$ cat src/hdl/rsa_pkg.sv
// Purpose: Shared constants and types for the radio serial register port
// Assumes: One core clock; serial pins are sampled by it
// Notes:   Header byte is direction, burst, six address bits
package rsa_pkg;
  // ===========================================================
  // Header layout and address map
  localparam int          HDR_DIR_BIT    = 7;
  localparam int          HDR_BURST_BIT  = 6;
  localparam logic [5:0]  CFG_LAST_ADDR  = 6'h2f;
  localparam logic [5:0]  STROBE_FIRST   = 6'h30;
  localparam logic [5:0]  STROBE_LAST    = 6'h3d;
  localparam logic [5:0]  PWR_TABLE_ADDR = 6'h3e;
  localparam logic [5:0]  TX_FIFO_ADDR   = 6'h3f;
  // ===========================================================
  // Strobe codes in the strobe range
  localparam logic [5:0]  CHIP_RESET_STROBE  = 6'h30;
  localparam logic [5:0]  POWER_DOWN_STROBE  = 6'h36;
  localparam logic [5:0]  CRYSTAL_OFF_STROBE = 6'h32;
  localparam logic [5:0]  FLUSH_TX_STROBE    = 6'h3b;
  localparam logic [5:0]  SLEEP_REG_ADDR     = 6'h35;
  // ===========================================================
  // Sizes and reset values
  localparam int          TX_FIFO_DEPTH  = 64;
  localparam int          CFG_REGS       = 48;
  localparam int          PWR_ENTRIES    = 8;
  localparam logic [3:0]  FREE_SAT       = 4'hf;
  localparam logic [7:0]  CFG_RESET      = 8'h00;
  localparam logic [7:0]  PWR_RESET      = 8'h00;
  localparam logic [2:0]  STATE_IDLE     = 3'h0;
  localparam logic [2:0]  STATE_SLEEP    = 3'h0;
  localparam int          RST_BUSY_NS    = 100;
  localparam int          CLK_PERIOD_NS  = 5;
  localparam int          RST_BUSY_CYC   = (RST_BUSY_NS + CLK_PERIOD_NS - 1) / CLK_PERIOD_NS;

  typedef enum logic [2:0] {
    RSA_HDR, RSA_CFG, RSA_STAT, RSA_FIFO, RSA_PWR, RSA_IGNORE
  } rsa_phase_t;
endpackage

$ cat src/hdl/rsa_fifo.sv
// Purpose: Transmit byte FIFO with valid/ready on both sides
// Assumes: Single clock
// Notes:   Flush empties it in one cycle
`timescale 1ns/100ps
module rsa_fifo #(
  parameter int WIDTH = 8,
  parameter int DEPTH = 64
) (
  // Clock and reset
  input  wire logic             core_clk_i,
  input  wire logic             nrst_i,
  input  wire logic             flush_i,
  // Fill side
  input  wire logic             in_valid_i,
  output logic                  in_ready_o,
  input  wire logic [WIDTH-1:0] in_data_i,
  // Drain side
  output logic                  out_valid_o,
  input  wire logic             out_ready_i,
  output logic [WIDTH-1:0]      out_data_o,
  // Fill level
  output logic [$clog2(DEPTH):0] count_o
);
  localparam int AW = $clog2(DEPTH);
  typedef struct packed {
    logic [AW-1:0] wp;
    logic [AW-1:0] rp;
    logic [AW:0]   cnt;
  } rsa_fifo_st_t;
  rsa_fifo_st_t s_q, s_d;
  logic [WIDTH-1:0] mem [DEPTH];
  logic             wr, rd;

  // ===========================================================
  // Handshakes and pointers
  assign in_ready_o  = (s_q.cnt != (AW+1)'(DEPTH));
  assign out_valid_o = (s_q.cnt != '0);
  assign out_data_o  = mem[s_q.rp];
  assign count_o     = s_q.cnt;
  assign wr          = in_valid_i && in_ready_o;
  assign rd          = out_valid_o && out_ready_i;

  // Next pointer state
  always_comb begin
    s_d = s_q;
    if (wr) s_d.wp = s_q.wp + 1'b1;
    if (rd) s_d.rp = s_q.rp + 1'b1;
    s_d.cnt = s_q.cnt + (AW+1)'(wr) - (AW+1)'(rd);
    if (flush_i) s_d = '0;
  end

  // State register and storage
  always_ff @(posedge core_clk_i) begin
    if (!nrst_i) s_q <= '0;
    else s_q <= s_d;
    if (wr) mem[s_q.wp] <= in_data_i;
  end
endmodule

$ cat src/hdl/rsa_spi_port.sv
// Purpose: Serial register port of a low-power radio transmitter (slave side)
// Assumes: Serial clock slow against core clock; pins pass two flops
// Notes:   Mode 0: data sampled on rising, shifted on falling serial clock
`timescale 1ns/100ps
module rsa_spi_port
  import rsa_pkg::*;
#(
  parameter int FIFO_DEPTH = rsa_pkg::TX_FIFO_DEPTH
) (
  // Clock and reset
  input  wire logic       core_clk_i,
  input  wire logic       nrst_i,
  // Serial pins
  input  wire logic       sclk_i,
  input  wire logic       select_low_i,
  input  wire logic       sdi_i,
  output logic            shared_status_out_pin_o,
  output logic            shared_status_out_pin_oe_o,
  // Radio core side
  input  wire logic       core_stable_i,
  input  wire logic [2:0] main_state_i,
  input  wire logic [7:0] status_reg_val_i,
  output logic            tx_valid_o,
  input  wire logic       tx_ready_i,
  output logic [7:0]      tx_data_o,
  output logic [2:0]      power_index_field_o,
  output logic [7:0]      power_level_o,
  output logic            strobe_o,
  output logic [5:0]      strobe_code_o,
  output logic            sleep_o,
  output logic [5:0]      status_addr_o
);
  // ===========================================================
  // State
  typedef struct packed {
    logic [2:0] sclk_s;
    logic [1:0] sel_s;
    logic [1:0] sdi_s;
    rsa_phase_t ph;
    logic       dir;
    logic       burst;
    logic [5:0] addr;
    logic [2:0] bitn;
    logic [7:0] sh_in;
    logic [7:0] sh_out;
    logic       so;
    logic       oe;
    logic [2:0] pidx;
    logic       defer_pd;
    logic       defer_xo;
    logic       strobe;
    logic [5:0] scode;
    logic       sleep;
    logic       reset_busy;
    logic [7:0] busy_cnt;
    logic       fifo_push;
    logic [7:0] fifo_byte;
    logic       flush;
    logic       tx_v;
    logic [7:0] tx_d;
    logic [7:0] plevel;
  } rsa_st_t;
  rsa_st_t s_q, s_d;
  logic [7:0] cfg_q [CFG_REGS];
  logic [7:0] pwr_q [PWR_ENTRIES];
  logic       cfg_we, pwr_we, sleep_entry;
  logic [7:0] wdata;
  logic       f_ready, f_valid;
  logic [7:0] f_data;
  logic [$clog2(FIFO_DEPTH):0] f_cnt;
  logic       rise, fall, sel_n;

  // Status byte from readiness, state and free space
  function automatic logic [7:0] status_byte(input logic rdy, input logic [2:0] st,
                                             input logic [$clog2(FIFO_DEPTH):0] cnt);
    logic [$clog2(FIFO_DEPTH):0] free;
    free = ($clog2(FIFO_DEPTH)+1)'(FIFO_DEPTH) - cnt;
    status_byte = {~rdy, st, (free > 15) ? FREE_SAT : free[3:0]};
  endfunction

  // ===========================================================
  // Transmit FIFO
  rsa_fifo #(.WIDTH(8), .DEPTH(FIFO_DEPTH)) u_fifo (
    .core_clk_i (core_clk_i),
    .nrst_i     (nrst_i),
    .flush_i    (s_q.flush),
    .in_valid_i (s_q.fifo_push),
    .in_ready_o (f_ready),
    .in_data_i  (s_q.fifo_byte),
    .out_valid_o(f_valid),
    .out_ready_i(tx_ready_i && !s_q.tx_v),
    .out_data_o (f_data),
    .count_o    (f_cnt)
  );

  // Edge detection on synchronised pins (stage 0 read only by stage 1)
  assign rise  = s_q.sclk_s[1] && !s_q.sclk_s[2];
  assign fall  = !s_q.sclk_s[1] && s_q.sclk_s[2];
  assign sel_n = s_q.sel_s[1];
  assign wdata = {s_q.sh_in[6:0], s_q.sdi_s[1]};
  assign sleep_entry = s_d.sleep && !s_q.sleep;

  // ===========================================================
  // Serial protocol engine
  always_comb begin
    s_d        = s_q;
    cfg_we     = 1'b0;
    pwr_we     = 1'b0;
    s_d.strobe = 1'b0;
    s_d.flush  = 1'b0;
    s_d.fifo_push = 1'b0;
    s_d.sclk_s = {s_q.sclk_s[1:0], sclk_i};
    s_d.sel_s  = {s_q.sel_s[0], select_low_i};
    s_d.sdi_s  = {s_q.sdi_s[0], sdi_i};
    if (s_q.tx_v && tx_ready_i) s_d.tx_v = 1'b0;
    if (!s_q.tx_v && f_valid && tx_ready_i) begin
      s_d.tx_v = 1'b1;
      s_d.tx_d = f_data;
    end
    if (s_q.reset_busy) begin
      s_d.busy_cnt = s_q.busy_cnt - 8'h01;
      if (s_q.busy_cnt == 8'h00) s_d.reset_busy = 1'b0;
    end
    if (sel_n) begin
      // Select high ends any access; one deferred strobe fires now, power-down taking precedence over crystal-off
      s_d.ph   = RSA_HDR;
      s_d.bitn = 3'h0;
      s_d.pidx = 3'h0;
      s_d.oe   = 1'b0;
      if (s_q.defer_pd || s_q.defer_xo) begin
        s_d.strobe   = 1'b1;
        s_d.scode    = s_q.defer_pd ? POWER_DOWN_STROBE : CRYSTAL_OFF_STROBE;
        s_d.sleep    = s_q.defer_pd;
        s_d.defer_pd = 1'b0;
        s_d.defer_xo = 1'b0;
      end
      s_d.sh_out = status_byte(core_stable_i, s_q.sleep ? STATE_SLEEP : main_state_i, f_cnt);
      s_d.so     = s_d.sh_out[7];
    end else begin
      s_d.oe    = 1'b1;
      if (s_q.ph == RSA_HDR && s_q.bitn == 3'h0 && !rise) begin
        s_d.sh_out = status_byte(core_stable_i, main_state_i, f_cnt);
        s_d.so     = s_q.reset_busy ? 1'b1 : s_d.sh_out[7];
      end
      if (rise) begin
        s_d.sh_in = wdata;
        s_d.bitn  = s_q.bitn + 3'h1;
      end
      if (fall && s_q.bitn != 3'h0) begin
        s_d.sh_out = {s_q.sh_out[6:0], 1'b0};
        s_d.so     = s_q.sh_out[6];
      end
      if (rise && s_q.bitn == 3'h7) begin
        // Complete byte received
        s_d.sh_out = status_byte(core_stable_i, main_state_i, f_cnt);
        case (s_q.ph)
          RSA_HDR: begin
            s_d.dir   = wdata[HDR_DIR_BIT];
            s_d.burst = wdata[HDR_BURST_BIT];
            s_d.addr  = wdata[5:0];
            if (wdata[5:0] <= CFG_LAST_ADDR) begin
              s_d.ph = RSA_CFG;
              if (wdata[HDR_DIR_BIT]) s_d.sh_out = cfg_q[wdata[5:0]];
            end else if (wdata[5:0] == TX_FIFO_ADDR) begin
              s_d.ph = wdata[HDR_DIR_BIT] ? RSA_IGNORE : RSA_FIFO;
            end else if (wdata[5:0] == PWR_TABLE_ADDR) begin
              s_d.ph = RSA_PWR;
              if (wdata[HDR_DIR_BIT]) s_d.sh_out = pwr_q[s_q.pidx];
            end else if (wdata[HDR_BURST_BIT]) begin
              s_d.ph = RSA_STAT;
              s_d.sh_out = status_reg_val_i;
            end else begin
              // Command strobe: no data follows
              s_d.ph = RSA_HDR;
              if (wdata[5:0] == POWER_DOWN_STROBE) s_d.defer_pd = 1'b1;
              else if (wdata[5:0] == CRYSTAL_OFF_STROBE) s_d.defer_xo = 1'b1;
              else begin
                s_d.strobe = 1'b1;
                s_d.scode  = wdata[5:0];
                if (wdata[5:0] == FLUSH_TX_STROBE) s_d.flush = 1'b1;
                if (wdata[5:0] == SLEEP_REG_ADDR) s_d.sleep = 1'b1;
                if (wdata[5:0] != SLEEP_REG_ADDR) s_d.sleep = 1'b0;
                if (wdata[5:0] == CHIP_RESET_STROBE) begin
                  s_d.reset_busy = 1'b1;
                  s_d.busy_cnt   = 8'(RST_BUSY_CYC);
                end
              end
            end
          end
          RSA_CFG: begin
            if (!s_q.dir) cfg_we = 1'b1;
            if (s_q.burst) begin
              s_d.addr = s_q.addr + 6'h01;
              if (s_q.dir) s_d.sh_out = cfg_q[s_q.addr + 6'h01];
            end else s_d.ph = RSA_HDR;
          end
          RSA_FIFO: begin
            s_d.fifo_push = f_ready;
            s_d.fifo_byte = wdata;
            // Byte now being stored counts as used for the next status
            s_d.sh_out = status_byte(core_stable_i, main_state_i,
                                     f_cnt + ($clog2(FIFO_DEPTH)+1)'(f_ready));
            if (!s_q.burst) s_d.ph = RSA_HDR;
          end
          RSA_PWR: begin
            if (!s_q.dir) pwr_we = 1'b1;
            s_d.pidx = s_q.pidx + 3'h1;
            if (s_q.dir) s_d.sh_out = pwr_q[s_q.pidx + 3'h1];
            if (!s_q.burst) s_d.ph = RSA_HDR;
          end
          RSA_STAT: s_d.ph = RSA_IGNORE;
          default: s_d.ph = s_q.ph;
        endcase
        // First bit of the next byte stands from the end of this one
        s_d.so = s_d.reset_busy ? 1'b1 : s_d.sh_out[7];
      end
    end
    // Sleep entry flushes the FIFO
    if (s_d.sleep && !s_q.sleep) s_d.flush = 1'b1;
    s_d.plevel = pwr_q[cfg_q[0][2:0]];
  end

  // ===========================================================
  // Registers and storage
  always_ff @(posedge core_clk_i) begin
    if (!nrst_i) begin
      s_q <= '0;
      s_q.so <= 1'b1;
      s_q.sclk_s <= '0;
      s_q.sel_s <= 2'h3;
    end else begin
      s_q <= s_d;
    end
    if (cfg_we) cfg_q[s_q.addr] <= wdata;
    if (!nrst_i || sleep_entry) begin
      for (int i = 0; i < PWR_ENTRIES; i++) pwr_q[i] <= PWR_RESET;
    end else if (pwr_we) begin
      pwr_q[s_q.pidx] <= wdata;
    end
    if (!nrst_i) begin
      for (int j = 0; j < CFG_REGS; j++) cfg_q[j] <= CFG_RESET;
    end
  end

  // Outputs straight from flops
  assign shared_status_out_pin_o    = s_q.so;
  assign shared_status_out_pin_oe_o = s_q.oe;
  assign tx_valid_o          = s_q.tx_v;
  assign tx_data_o           = s_q.tx_d;
  assign power_index_field_o = s_q.pidx;
  assign power_level_o       = s_q.plevel;
  assign strobe_o            = s_q.strobe;
  assign strobe_code_o       = s_q.scode;
  assign sleep_o             = s_q.sleep;
  assign status_addr_o       = s_q.addr;

  // ===========================================================
  // Checks
  AST_OE_FOLLOWS_SELECT: assert property (@(posedge core_clk_i) disable iff (!nrst_i)
    !sel_n |=> s_q.oe) else $error("Output not driven while selected");
  AST_IDX_CLEAR: assert property (@(posedge core_clk_i) disable iff (!nrst_i)
    sel_n |=> s_q.pidx == 3'h0) else $error("Table index not cleared");
  AST_FLUSH_ON_STROBE: assert property (@(posedge core_clk_i) disable iff (!nrst_i)
    (s_q.strobe && s_q.scode == FLUSH_TX_STROBE) |=> f_cnt == '0) else $error("Flush missed");
  AST_DEFER_PD: assert property (@(posedge core_clk_i) disable iff (!nrst_i)
    (s_q.strobe && s_q.scode == POWER_DOWN_STROBE) |-> $past(sel_n)) else $error("Power-down early");
  AST_SLEEP_TABLE: assert property (@(posedge core_clk_i) disable iff (!nrst_i)
    sleep_entry |=> pwr_q[0] == PWR_RESET) else $error("Table kept in sleep");
  AST_IDX_STEP: assert property (@(posedge core_clk_i) disable iff (!nrst_i)
    (pwr_we && !sel_n) |=> s_q.pidx == $past(s_q.pidx) + 3'h1) else $error("Index not stepped");
  AST_FIFO_WO: assert property (@(posedge core_clk_i) disable iff (!nrst_i)
    (s_q.ph == RSA_FIFO) |-> !s_q.dir) else $error("FIFO entered on read");
  AST_BURST_ADDR: assert property (@(posedge core_clk_i) disable iff (!nrst_i)
    (cfg_we && s_q.burst) |=> s_q.addr == $past(s_q.addr) + 6'h01) else $error("Burst address stuck");
endmodule

$ cat config.mk
export PLATFORM = sky130hd
export DESIGN_NAME = rsa_spi_port
export DESIGN_NICKNAME = d
export VERILOG_FILES = /design/src/hdl/rsa_pkg.sv /design/src/hdl/rsa_fifo.sv /design/src/hdl/rsa_spi_port.sv
export SDC_FILE = /design/constraint.sdc
export NUM_CORES = 2
export LEC_CHECK = 0
export BUFFER_PORTS_ARGS = -buffer_cell sky130_fd_sc_hd__buf_4
export CAP_MARGIN = 0
export CORE_MARGIN = 5
export CORE_UTILIZATION = 55
export DETAILED_ROUTE_END_ITERATION = 12
export MAX_ROUTING_LAYER = met4
export PLACE_DENSITY = 0.82
export SLEW_MARGIN = 10
export SYNTH_ARGS = -nofsm -noshare
export SYNTH_HDL_FRONTEND = slang
export SYNTH_SLANG_ARGS = --single-unit
$ cat constraint.sdc
create_clock -name core_clk_i -period 3.5 [get_ports core_clk_i]
set_clock_uncertainty 0.05 [all_clocks]
set_input_delay 0 -clock core_clk_i [delete_from_list [all_inputs] [get_ports core_clk_i]]
set_output_delay 0 -clock core_clk_i [all_outputs]
set_load 0.02 [all_outputs]
==> results.json <==
{
  "crit_type": "register to register",
  "die_w_um": 328,
  "grt_max_degree": 191,
  "finalCriticalPeriod_ps": 3360,
  "rrSetupSlack_ps": 140,
  "drc_errors": 0,
  "power_mw": 31.7,
  "setup_viol": 0,
  "htreeDepth": 3,
  "worstHoldEndpoint": "tx_valid_o$_SDFFE_PN0P_",
  "hold_viol": 0,
  "postLayoutCellArea_um2": 62900,
  "tightest_slew_ps": 1150,
  "fp.coreArea_um2": 100000,
  "grt_pass1_vias": 37900,
  "grt_use_total_pct": 30.3,
  "clk_path_buf_depth": 3,
  "seq_area_frac_synth_pct": 55.8,
  "synthArstFlopShare_pct": 0,
  "crit_top_cell": "buf_4",
  "syn_avg_cell_area_um2": 13.4,
  "fin_crit_sh_pct": 96.0,
  "cts_tree": "done",
  "leakagePower_nw": 20.0,
  "syn-instance-count": 4161,
  "clk_latency_ps": 750,
  "powerDensity_nw_per_um2": 504,
  "start_kind": "register",
  "first_pass_iters": 6,
  "ant_nets": 0,
  "antenna_found_initial": 2,
  "place_area_um2": 58600,
  "ys.warnings.count": 0,
  "layout_commonest_cell": "edfxtp_1",
  "ys_ff_latch": 1202,
  "crit_slowest_cell": "dlygate4sd3_1",
  "cts_num_sinks": 1202,
  "dieArea_um2": 108000,
  "clk_pin_slew_ps": 60,
  "grt_pass1_wl_mm": 242,
  "die_h_um": 328,
  "synth_cell_type_count": 77,
  "max_freq_ghz": 0.298,
  "instances_no_fill": 5699,
  "hold_start": "tx_ready_i",
  "drv_cap": 0,
  "cp-end-kind": "register",
  "synth_nets": 4208,
  "layout_common_cells": "704 x edfxtp_1, 478 x dfxtp_1, 472 x nand2_1, 453 x mux4_2, 298 x a21boi_0",
  "syn_area_um2": 55800,
  "initial_core_util_pct": 55.5,
  "reg2reg_to": "shared_status_out_pin_o$_SDFFE_PN1P_",
  "root_buffer": "clkbuf_16",
  "rsz0062_at_grt": "true",
  "status": "finished clean",
  "finalMaxSlewViolations": 0,
  "drive_above_1_share_pct": 23.5,
  "critical-path-max-stage-delay_ps": 590,
  "worst-r2r-cell-count": 9,
  "numCtsBuffers": 116,
  "synth_edf_count": 704,
  "rr_startpoint": "s_q[82]$_SDFF_PN0_",
  "path_max_fanout": 13,
  "arrival_ps": 3920,
  "io_pins": 54,
  "num_rows": 116,
  "hold_path.class": "input pin to register",
  "vias": 38200,
  "finalWeightedCongestion": 1.02,
  "fin_tns_setup_ps": 0,
  "synthFlopType": "edfxtp_1",
  "path_cells": "buf_4 -> mux4_2 -> mux2_2 -> a221oi_2 -> buf_4 -> nor4_1 -> a211oi_1 -> dlygate4sd3_1 -> a21oi_1",
  "viasPerCell": 6.70,
  "worstPathRequired_ps": 4060,
  "drt-initial-drc-count": 5606,
  "wl_mm": 160,
  "fin_nets": 4289,
  "overflow": 0,
  "syn2layout_area_growth_pct": 12.8,
  "wire_per_inst_um": 28.0,
  "max_slew_margin_pct": 23.1,
  "dp_hpwl_mm": 99.6,
  "numPortBuffers": 53,
  "ir_worst_vdd_uv": 841,
  "placed_cells": 5453,
  "hold_depth": 4
}
-- worst max path at each step --
stage	startpoint	to	slack (ps)
floorplan	u_fifo.count_o[3]$_SDFF_PP0_	u_fifo.count_o[6]$_SDFF_PP0_	80
global placement	u_fifo.count_o[1]$_SDFF_PP0_	s_q[54]$_SDFFE_PN0P_	130
detailed placement	u_fifo.count_o[1]$_SDFF_PP0_	s_q[54]$_SDFFE_PN0P_	80
CTS	s_q[61]$_SDFFE_PN0P_	shared_status_out_pin_o$_SDFFE_PN1P_	60
global route	u_fifo.count_o[1]$_SDFF_PP0_	s_q[54]$_SDFFE_PN0P_	-40
finish	s_q[82]$_SDFF_PN0_	shared_status_out_pin_o$_SDFFE_PN1P_	140
-- cells in the mapped netlist, drive strengths merged, types with 19 or more instances --
cell    instances  area [µm²]
ha             28         350
nor2b         133         832
a21boi        301        2260
dfxtp         498        9970
inv            28         105
nand3         294        1470
mux4          453       10200
buf           152         855
nor3           42         230
nand4          19         125
nand2b         19         119
mux2i         188        1880
o21ai          68         340
and2           58         363
nor2          194         756
a21oi          45         225
edfxtp        704       21100
nand2         473        1780
clkbuf        227         852
xnor2          20         175
-- per-layer routing --
layer / wire length, µm / vias up / GRT usage [%]
met5: 0 / - / -
met4: 9570 / 0 / 14.1
met3: 17200 / 624 / 6.36
met2: 76100 / 2675 / 47.6
met1: 57000 / 19000 / 38.2
li1: - / 15900 / -
-- sequential cells by signal, indices dropped and copies added, names as in the netlist, 3 cells and up, named ones only --
register             count
tx_data_o                8
u_fifo.mem             512
cfg_q                  512
u_fifo.count_o           7
u_fifo.s_q              12
power_level_o            8
s_q                     46
power_index_field_o      3
pwr_q                   64
s_d                      4
strobe_code_o            6
status_addr_o            6
-- area by class of cell --
| class | instances | area, µm² |
|---|---|---|
| multi-input combinational | 2552 | 23000 |
| sequential | 1202 | 31200 |
| timing repair buffer | 342 | 3020 |
| antenna | 2 | 5.00 |
| clock buffer | 153 | 3200 |
| inverter | 28 | 105 |
| tap | 1357 | 1700 |
| clock inverter | 63 | 746 |
| fill | 7017 | 37500 |
-- cells by family (layout without fill, tap and decap cells) --
logic type / Yosys count / count (layout) / share of synthesized area [%]
flops: 1202 / 1202 / 55.8
other cells: 0 / 2 / 0
compound gates: 534 / 534 / 6.78
mux: 648 / 648 / 21.8
buf+inv: 407 / 586 / 3.25
fa+ha+maj: 29 / 29 / 0.664
xor+xnor: 35 / 35 / 0.550
simple gates: 1306 / 1306 / 11.1
-- critical path: cells and delay by family, from the launching register on --
kind / cells / cell delay (ps)
AOI/OAI and AO/OA: 3 / 620
buffers and inverters: 3 / 1100
DFF: 1 / 530
muxes: 2 / 860
and+or+nand+nor: 1 / 70
-- power breakdown --
group	internal [mW]	switching, mW
registers	14.9	0.160
clock network	7.29	5.69
logic	1.79	1.85
-- timing repair --
action / CTS / global route
resized for setup: 0 / 6
hold buffers: 25 / 0
buffers inserted: 0 / 3
endpoints found under the hold margin: 86 / 0
setup endpoints to repair: 0 / 5
-- stage by stage --
step / hold slack [ps] / setup slack (ps) / util [%]
4_1_cts: 98.6 / 55.6 / 62.6
2_1_floorplan: 51.5 / 82.3 / -
3_5_place_dp: 137 / 75.4 / 58.4
3_3_place_gp: 150 / 129 / 58.4
6_report: 102 / 139 / 62.6
5_1_grt: 149 / -38.2 / 62.6
Note: power is estimated with default switching activity, not from simulation.
